--- src/logic/apm_pkg.sv ---
package apm_pkg;
	// port and address widths
	localparam int PORT_W = 8;
	localparam int ADDR_W = 8;
	localparam int DATA_W = 16;
	localparam int MUX_ADDR_W = 3;
	localparam int CHAN_W = 6;
	localparam int TRIG_N = 2;
	localparam int PIN_SEL_W = 4;
	// most wait states that one conflicting access may add
	localparam logic [2:0] MAX_WAIT = 3'h4;

	// register byte addresses, each a 16-bit word
	localparam logic [ADDR_W-1:0] OFF_CONTROL_ZERO = 8'h00;
	localparam logic [ADDR_W-1:0] OFF_BIDIR_DIR = 8'h02;
	localparam logic [ADDR_W-1:0] OFF_PORT_DATA = 8'h04;
	localparam logic [ADDR_W-1:0] OFF_STATUS = 8'h06;

	// field positions
	localparam int CZ_MUX_BIT = 7;
	localparam int ST_TRIG_LSB = 4;
	localparam int ST_BUSY_BIT = 6;

	// reset values
	localparam logic [PORT_W-1:0] DIR_RST = 8'h00;
	localparam logic [PORT_W-1:0] DATA_RST = 8'h00;

	// register bus request, one cycle per strobe
	typedef struct packed {
		logic [ADDR_W-1:0] addr;
		logic [DATA_W-1:0] wdata;
		logic [1:0] be;
		logic wr;
		logic rd;
	} apm_bus_req_t;

	// bidirectional pin drive pair
	typedef struct packed {
		logic [PORT_W-1:0] out;
		logic [PORT_W-1:0] oe;
	} apm_pin_drive_t;
endpackage : apm_pkg

--- src/logic/apm_port_mux_bus.sv ---
// Decided for this implementation: the address-and-strobe port and the register addresses.
`timescale 1ns/1ps
// Notes on behaviour
// - each bidir pin direction set per bit
// - input bits read pin, outputs drive latch
// - port reads show input pins and output latch bits
// - input-only port, no direction, all pins read
// - two triggers, input when queue externally triggered
// - three-bit address drives external multiplexers
// - mux mode forces address pins to outputs
// - address pins are gpio outside mux mode
// - four input pins map eight channels each
// - direct mode routes sixteen pins internally
// - byte, half and word transfers, any alignment
// - wide accesses are independent cycles, incoherent
// - plain access completes in two cycles
// - conflicting access adds one to four waits
// - control zero mux bit overrides low directions
// - direction one is output, zero input
// - mux mode reads address latch on low bits
module apm_port_mux_bus #(
	parameter int PORT_W = apm_pkg::PORT_W
) (
	// clock and reset
	input wire logic i_clk,
	input wire logic i_sys_rst,
	// register bus
	input wire apm_pkg::apm_bus_req_t i_bus,
	input wire logic i_engine_conflict,
	output logic [apm_pkg::DATA_W-1:0] o_bus_rdata,
	output logic o_bus_ack,
	// bidirectional port
	input wire logic [PORT_W-1:0] i_bidir_port_pins,
	output logic [PORT_W-1:0] o_bidir_port_pins_out,
	output logic [PORT_W-1:0] o_bidir_port_pins_oe,
	// input-only port
	input wire logic [PORT_W-1:0] i_input_port_pins,
	// external triggers
	input wire logic [apm_pkg::TRIG_N-1:0] i_external_trigger_in,
	input wire logic [apm_pkg::TRIG_N-1:0] i_queue_ext_trig_mode,
	output logic [apm_pkg::TRIG_N-1:0] o_trigger_in_en,
	output logic [apm_pkg::TRIG_N-1:0] o_trigger_level,
	// conversion command word from the queue engine
	input wire logic i_ccw_valid,
	input wire logic [apm_pkg::CHAN_W-1:0] i_ccw_channel,
	output logic [apm_pkg::PIN_SEL_W-1:0] o_conv_pin_sel,
	output logic o_mux_mode
);
	localparam int SYNC_W = 2 * PORT_W + apm_pkg::TRIG_N;
	localparam int MA_W = apm_pkg::MUX_ADDR_W;

	// software state
	logic mux_en_q; // externally multiplexed mode
	logic [PORT_W-1:0] dir_q; // direction, one means output
	logic [PORT_W-1:0] data_q; // output latch of the bidir port
	logic [MA_W-1:0] mux_addr_q; // multiplexer address latch
	// synchronised pin levels
	logic [SYNC_W-1:0] sync_all;
	logic [PORT_W-1:0] bidir_sync;
	logic [PORT_W-1:0] input_sync;
	logic [apm_pkg::TRIG_N-1:0] trig_sync;
	// bus decode
	logic [apm_pkg::ADDR_W-1:0] word_addr;
	logic hit_cz, hit_dir, hit_data, hit_st;
	logic [apm_pkg::DATA_W-1:0] rd_val;
	logic [PORT_W-1:0] bidir_view;
	// wait-state tracking
	logic pend_q;
	logic [2:0] wait_q;
	// next pin drive
	apm_pkg::apm_pin_drive_t drive_d;

	// two-stage synchroniser on every digital input
	// costs two cycles of read latency but keeps metastable levels out of the decode
	apm_sync #(
		.W(SYNC_W)
	) i_apm_sync (
		.i_clk(i_clk),
		.i_sys_rst(i_sys_rst),
		.i_async({i_external_trigger_in, i_input_port_pins, i_bidir_port_pins}),
		.o_sync(sync_all)
	);

	// split the synchronised bundle
	assign bidir_sync = sync_all[PORT_W-1:0];
	assign input_sync = sync_all[2*PORT_W-1:PORT_W];
	assign trig_sync = sync_all[SYNC_W-1:2*PORT_W];

	// address bit zero is dropped, odd addresses reach the same word; the byte enables pick the lane
	assign word_addr = {i_bus.addr[apm_pkg::ADDR_W-1:1], 1'b0};
	assign hit_cz = (word_addr == apm_pkg::OFF_CONTROL_ZERO);
	assign hit_dir = (word_addr == apm_pkg::OFF_BIDIR_DIR);
	assign hit_data = (word_addr == apm_pkg::OFF_PORT_DATA);
	assign hit_st = (word_addr == apm_pkg::OFF_STATUS);

	// control zero: only the mux enable is kept
	always_ff @(posedge i_clk or posedge i_sys_rst) begin
		if (i_sys_rst) begin
			mux_en_q <= 1'b0;
		end else if (i_bus.wr && hit_cz && i_bus.be[0]) begin
			// mux mode enabled from control zero
			mux_en_q <= i_bus.wdata[apm_pkg::CZ_MUX_BIT];
		end
	end

	// direction register, low lane only
	always_ff @(posedge i_clk or posedge i_sys_rst) begin
		if (i_sys_rst) begin
			dir_q <= apm_pkg::DIR_RST;
		end else if (i_bus.wr && hit_dir && i_bus.be[0]) begin
			dir_q <= i_bus.wdata[PORT_W-1:0];
		end
	end

	// bidir output latch sits in the high lane of the data word
	always_ff @(posedge i_clk or posedge i_sys_rst) begin
		if (i_sys_rst) begin
			data_q <= apm_pkg::DATA_RST;
		end else if (i_bus.wr && hit_data && i_bus.be[1]) begin
			data_q <= i_bus.wdata[apm_pkg::DATA_W-1:PORT_W];
		end
	end

	// address latch and channel routing, taken per command word
	always_ff @(posedge i_clk or posedge i_sys_rst) begin
		if (i_sys_rst) begin
			mux_addr_q <= '0;
			o_conv_pin_sel <= '0;
		end else if (i_ccw_valid) begin
			if (mux_en_q) begin
				// address bits select one of eight inputs
				mux_addr_q <= i_ccw_channel[MA_W:1];
				// even low, odd low, even high, odd high groups
				o_conv_pin_sel <= {2'b00, i_ccw_channel[4], i_ccw_channel[0]};
			end else begin
				o_conv_pin_sel <= i_ccw_channel[apm_pkg::PIN_SEL_W-1:0];
			end
		end
	end

	// next pin drive, mux mode overrides the three low pins
	always_comb begin
		// outputs drive the latch, one means output
		drive_d.out = data_q;
		drive_d.oe = dir_q;
		if (mux_en_q) begin
			// address pins forced out from the latch
			drive_d.out[MA_W-1:0] = mux_addr_q;
			drive_d.oe[MA_W-1:0] = {MA_W{1'b1}};
		end
		// otherwise the low pins keep their gpio settings
	end

	// registered pin drive
	always_ff @(posedge i_clk or posedge i_sys_rst) begin
		if (i_sys_rst) begin
			o_bidir_port_pins_out <= '0;
			o_bidir_port_pins_oe <= '0;
			o_mux_mode <= 1'b0;
		end else begin
			o_bidir_port_pins_out <= drive_d.out;
			o_bidir_port_pins_oe <= drive_d.oe;
			o_mux_mode <= mux_en_q;
		end
	end

	// trigger pin is a digital input in external trigger mode
	always_ff @(posedge i_clk or posedge i_sys_rst) begin
		if (i_sys_rst) begin
			o_trigger_in_en <= '0;
			o_trigger_level <= '0;
		end else begin
			o_trigger_in_en <= i_queue_ext_trig_mode;
			o_trigger_level <= trig_sync & i_queue_ext_trig_mode;
		end
	end

	// read view of the bidir port
	always_comb begin
		// every pin is captured, outputs show their latch
		bidir_view = (bidir_sync & ~dir_q) | (data_q & dir_q);
		if (mux_en_q) begin
			// low bits read the address latch
			bidir_view[MA_W-1:0] = mux_addr_q;
		end
	end

	// read mux, unmapped addresses read zero
	always_comb begin
		rd_val = '0;
		if (hit_cz) begin
			rd_val[apm_pkg::CZ_MUX_BIT] = mux_en_q;
		end else if (hit_dir) begin
			rd_val[PORT_W-1:0] = dir_q;
		end else if (hit_data) begin
			// input port has no direction, all pins read
			rd_val = {bidir_view, input_sync};
		end else if (hit_st) begin
			rd_val[MA_W-1:0] = mux_addr_q;
			rd_val[apm_pkg::ST_TRIG_LSB+:apm_pkg::TRIG_N] = trig_sync;
			rd_val[apm_pkg::ST_BUSY_BIT] = pend_q;
		end
	end

	// no holding register: each half stands alone
	always_ff @(posedge i_clk or posedge i_sys_rst) begin
		if (i_sys_rst) begin
			o_bus_rdata <= '0;
		end else if (i_bus.rd) begin
			o_bus_rdata <= rd_val;
		end else begin
			o_bus_rdata <= '0;
		end
	end

	// access completion; a new strobe restarts the tracking
	always_ff @(posedge i_clk or posedge i_sys_rst) begin
		if (i_sys_rst) begin
			pend_q <= 1'b0;
			wait_q <= '0;
			o_bus_ack <= 1'b0;
		end else if (i_bus.rd || i_bus.wr) begin
			// plain access acknowledged in its second cycle
			o_bus_ack <= !i_engine_conflict;
			pend_q <= i_engine_conflict;
			wait_q <= 3'h1;
		end else if (pend_q) begin
			// stretch while the engine holds the location
			if (i_engine_conflict && wait_q < apm_pkg::MAX_WAIT) begin
				wait_q <= wait_q + 3'h1;
				o_bus_ack <= 1'b0;
			end else begin
				pend_q <= 1'b0;
				o_bus_ack <= 1'b1;
			end
		end else begin
			o_bus_ack <= 1'b0;
		end
	end
endmodule : apm_port_mux_bus

--- src/logic/apm_sync.sv ---
`timescale 1ns/1ps
// two flip-flop synchroniser for a bundle of level signals
module apm_sync #(
	parameter int W = 8
) (
	// clock and reset
	input wire logic i_clk,
	input wire logic i_sys_rst,
	// asynchronous levels in, synchronised levels out
	input wire logic [W-1:0] i_async,
	output logic [W-1:0] o_sync
);
	// first stage is read by the second stage only
	logic [W-1:0] meta_q;

	// two-stage capture, cleared on reset
	always_ff @(posedge i_clk or posedge i_sys_rst) begin
		if (i_sys_rst) begin
			meta_q <= '0;
			o_sync <= '0;
		end else begin
			meta_q <= i_async;
			o_sync <= meta_q;
		end
	end
endmodule : apm_sync
--- config.mk ---
export PLATFORM = sky130hd
export DESIGN_NAME = apm_port_mux_bus
export DESIGN_NICKNAME = d
export VERILOG_FILES = /design/src/logic/apm_pkg.sv /design/src/logic/apm_port_mux_bus.sv /design/src/logic/apm_sync.sv
export SDC_FILE = /design/constraint.sdc
export NUM_CORES = 1
export LEC_CHECK = 0
export ABC_AREA = 1
export BUFFER_PORTS_ARGS = -buffer_cell sky130_fd_sc_hd__buf_2
export CAP_MARGIN = 20
export CORE_ASPECT_RATIO = 1.75
export CORE_MARGIN = 3
export CORE_UTILIZATION = 55
export DETAILED_ROUTE_END_ITERATION = 16
export GPL_TIMING_DRIVEN = 1
export PLACE_DENSITY = 0.83
export SLEW_MARGIN = 10
export SYNTH_ARGS = -nofsm -noshare
export SYNTH_HDL_FRONTEND = slang
export SYNTH_SLANG_ARGS = --single-unit
--- constraint.sdc ---
create_clock -name i_clk -period 7.82 [get_ports i_clk]
set_input_delay 0 -clock i_clk [delete_from_list [all_inputs] [get_ports i_clk]]
set_output_delay 0 -clock i_clk [all_outputs]
set_load 0.01 [all_outputs]
==> out/results.ini <==
[logic_synthesis]
synthCells=317
synth_nets=376
synth-seq-cells=102
synth_top_area_cell=dfrtp_1
ys.flop_type=dfrtp_1
synth_warnings=0
synthSimpleGateAreaFrac_pct=14.8
async_reset_ff_share_pct=100
synth_common_cells=dfrtp_1, nand2_1, inv_1, nand3_1, o21ai_0
synth_compound_area_share_pct=7.96
synth_mux_area_share_pct=0.277
syn_area_per_cell_sq_um=11.4
seq_area_frac_synth_pct=70.6
synth_edf_count=0
synth.top_cell.area_share_pct=70.6
syn_area_sq_um=3610
yosysUniqueCellTypes=24
synth_top_family_by_area=simple AND/OR/NAND/NOR gates
synth.most_common_cell=dfrtp_1
synthXorXnorAreaFrac_pct=0
synth_area_leaders=dfrtp_1, nand2_1, inv_1
synth-adder-area-share_pct=0.346

[clocking]
numCtsBuffers=9
clk_latency_ns=0.36
clk_pin_slew_worst_paths_ns=0.08
cts_tree=done
cts_root_buf=clkbuf_8
cts.sinks=102
cts_resized=0
cts.htree.levels=3
cts_max_path_buffers=2

[place]
post-place-ws_ns=6.35
gp_congestion=0.826
dp_hpwl_microns=5260
port_buffers=97

[floorplanning]
die_width_microns=67.3
core_area_sq_um=6280
ios=100
die-area_sq_um=7620
die_h_microns=113
start_util_pct=57.6
std_cell_rows=38

[worst_hold_path]
hold_depth=4
hp-class=input port to flop

[global_route]
grt_pass1_vias=2772
grt_first_pass_wirelength_microns=12700
grt_max_degree=53
track_usage_pct=23.1
antenna_found_initial=0
overflow=0

[timing]
rsz0062_at_grt=no
tns_ns=0
final.min_clock_period_ns=1.72
report.final.hold_viol_count=0
skew_ns=0.00890
timing.fmax_mhz=583
worst_pin_slew_ns=0.603
final_max_slew_viol_count=0
setup_viol=0
fin_ws_ns=6.10
period_share_pct=21.9
timing.hold.ws_ns=0.0564
relSlewSlack_pct=59.8

[drt]
drc=0
dr.pass1.iters=4
wl_met2_microns=4450
wirelength_microns=7930
wl_met1_microns=2780
highest_layer=met4
vias_per_cell=4.87
wl_per_cell_microns=14.3
vias=2693
drtIter0Drc=153
wl_met3_microns=466
ant_nets=0

[critical_path]
crit_cells=4
reg2reg_depth=4
cp_cell_sequence=inv_1 -> nand2_1 -> o21ai_0 -> dlygate4sd3_1
worst-path-max-fanout=13
path_buf_inv=2
critPathArrivalTime_ns=2.01
worstSetupPathType=flop to flop
slowest_delay_ns=0.59
path_delay_family=buffers and inverters
crit_path_top_delay_cell=dlygate4sd3_1
worstPathRequired_ns=8.12
cp-end-kind=flop
critPathLaunchType=flop

[layout]
syn2layout_area_growth_pct=33.2
final_nets=529
num_antenna_cells=0
drive_gt1_share_pct=27.5
num-fill-cells=418

[job]
max_cap_viol_count=0

[pwr]
irDropWorstVdd_mv=0.165
p_leak_uw=0.00251
cellPowerDensity_nw_per_um2=194

[run_status]
status=completed

[final timing paths]
check,startpoint,end,slack (ns)
hold reg to reg,i_apm_sync.meta_q[15]$_DFF_PP0_,i_apm_sync.o_sync[15]$_DFF_PP0_,0.35
hold / removal,i_bus[1],wait_q[2]$_DFFE_PP0P_,0.06
max in group asynchronous,i_sys_rst,o_bus_rdata[0]$_DFF_PP0_,6.52
setup reg to reg,mux_en_q$_DFFE_PP0P_,o_conv_pin_sel[2]$_DFFE_PP0P_,6.10
setup / recovery,mux_en_q$_DFFE_PP0P_,o_conv_pin_sel[2]$_DFFE_PP0P_,6.10
min in group asynchronous,i_sys_rst,o_trigger_in_en[1]$_DFF_PP0_,0.27
[what timing repair did]
action,CTS,global route
hold buffers,49,0
buffers inserted,0,0
hold endpoints to repair,103,0
[per-layer routing]
metal  up-vias  global-route usage (%)
li1       1302                       -
met1      1282                    23.6
met2        89                    41.0
met3        20                    6.26
met4         0                    12.5
met5         -                       0
[report_power, final]
group          internal (uW)  total, uW  switching (uW)
sequential               552        567            14.7
combinational           42.1       88.9            46.8
clock                    120        277             157
total                    714        933             219
[cell families (layout without fill, tap and decap cells)]
logic type / after synthesis / after routing
compound gates: 48 / 48
fa+ha+maj: 1 / 1
buf+inv: 52 / 208
simple gates: 113 / 113
flops: 102 / 102
mux: 1 / 1
[layout by cell type (no fill, tap or decap), drive strengths merged]
cell type,synthesis,final
ha,1,1
nand4,1,1
nand2,65,65
nand3,31,31
dfrtp,102,102
buf,4,98
a21oi,12,12
dlygate4sd3,0,49
o211ai,1,1
nor3,1,1
clkinv,0,2
o2bb2ai,1,1
o21ai,32,32
nor2,15,15
o21a,1,1
mux2i,1,1
a31oi,1,1
clkbuf,1,12
inv,47,47
[registers in the layout, summed over array words and instances (netlist names)]
name and flops:
o_bidir_port_pins_oe 8, wait_q 3, dir_q 8, mux_en_q 1, pend_q 1, i_apm_sync.meta_q 18, o_conv_pin_sel 4, o_bus_ack 1
o_trigger_level 2, o_bus_rdata 16, i_apm_sync.o_sync 18, data_q 8, o_bidir_port_pins_out 8, o_trigger_in_en 2, o_mux_mode 1, mux_addr_q 3
[worst min-delay path, delay by kind of cell]
family	cells	cell delay [ns]
buf+inv	2	0.21
simple gates	2	0.16
[through the flow]
step | area, sq um | cells | util, % | power [uW]
finish | 4820 | 553 | 76.7 | 933
global route | 4820 | 553 | 76.7 | 975
CTS | 4820 | 553 | 76.7 | 939
detailed placement | 4170 | 490 | 66.4 | 646
global placement | 4170 | 490 | 66.4 | 642
floorplan | 3610 | 317 | - | 610
[layout make-up]
cell class | instances | area (sq um) | share of cell area, %
timing repair buffer | 147 | 983 | 20.4
tap | 80 | 100 | 2.08
multi-input combinational | 163 | 846 | 17.6
inverter | 47 | 179 | 3.72
clock buffer | 12 | 145 | 3.01
clock inverter | 2 | 10.0 | 0.208
sequential | 102 | 2550 | 53.0
No activity file was read; power rests on OpenSTA's default activity.
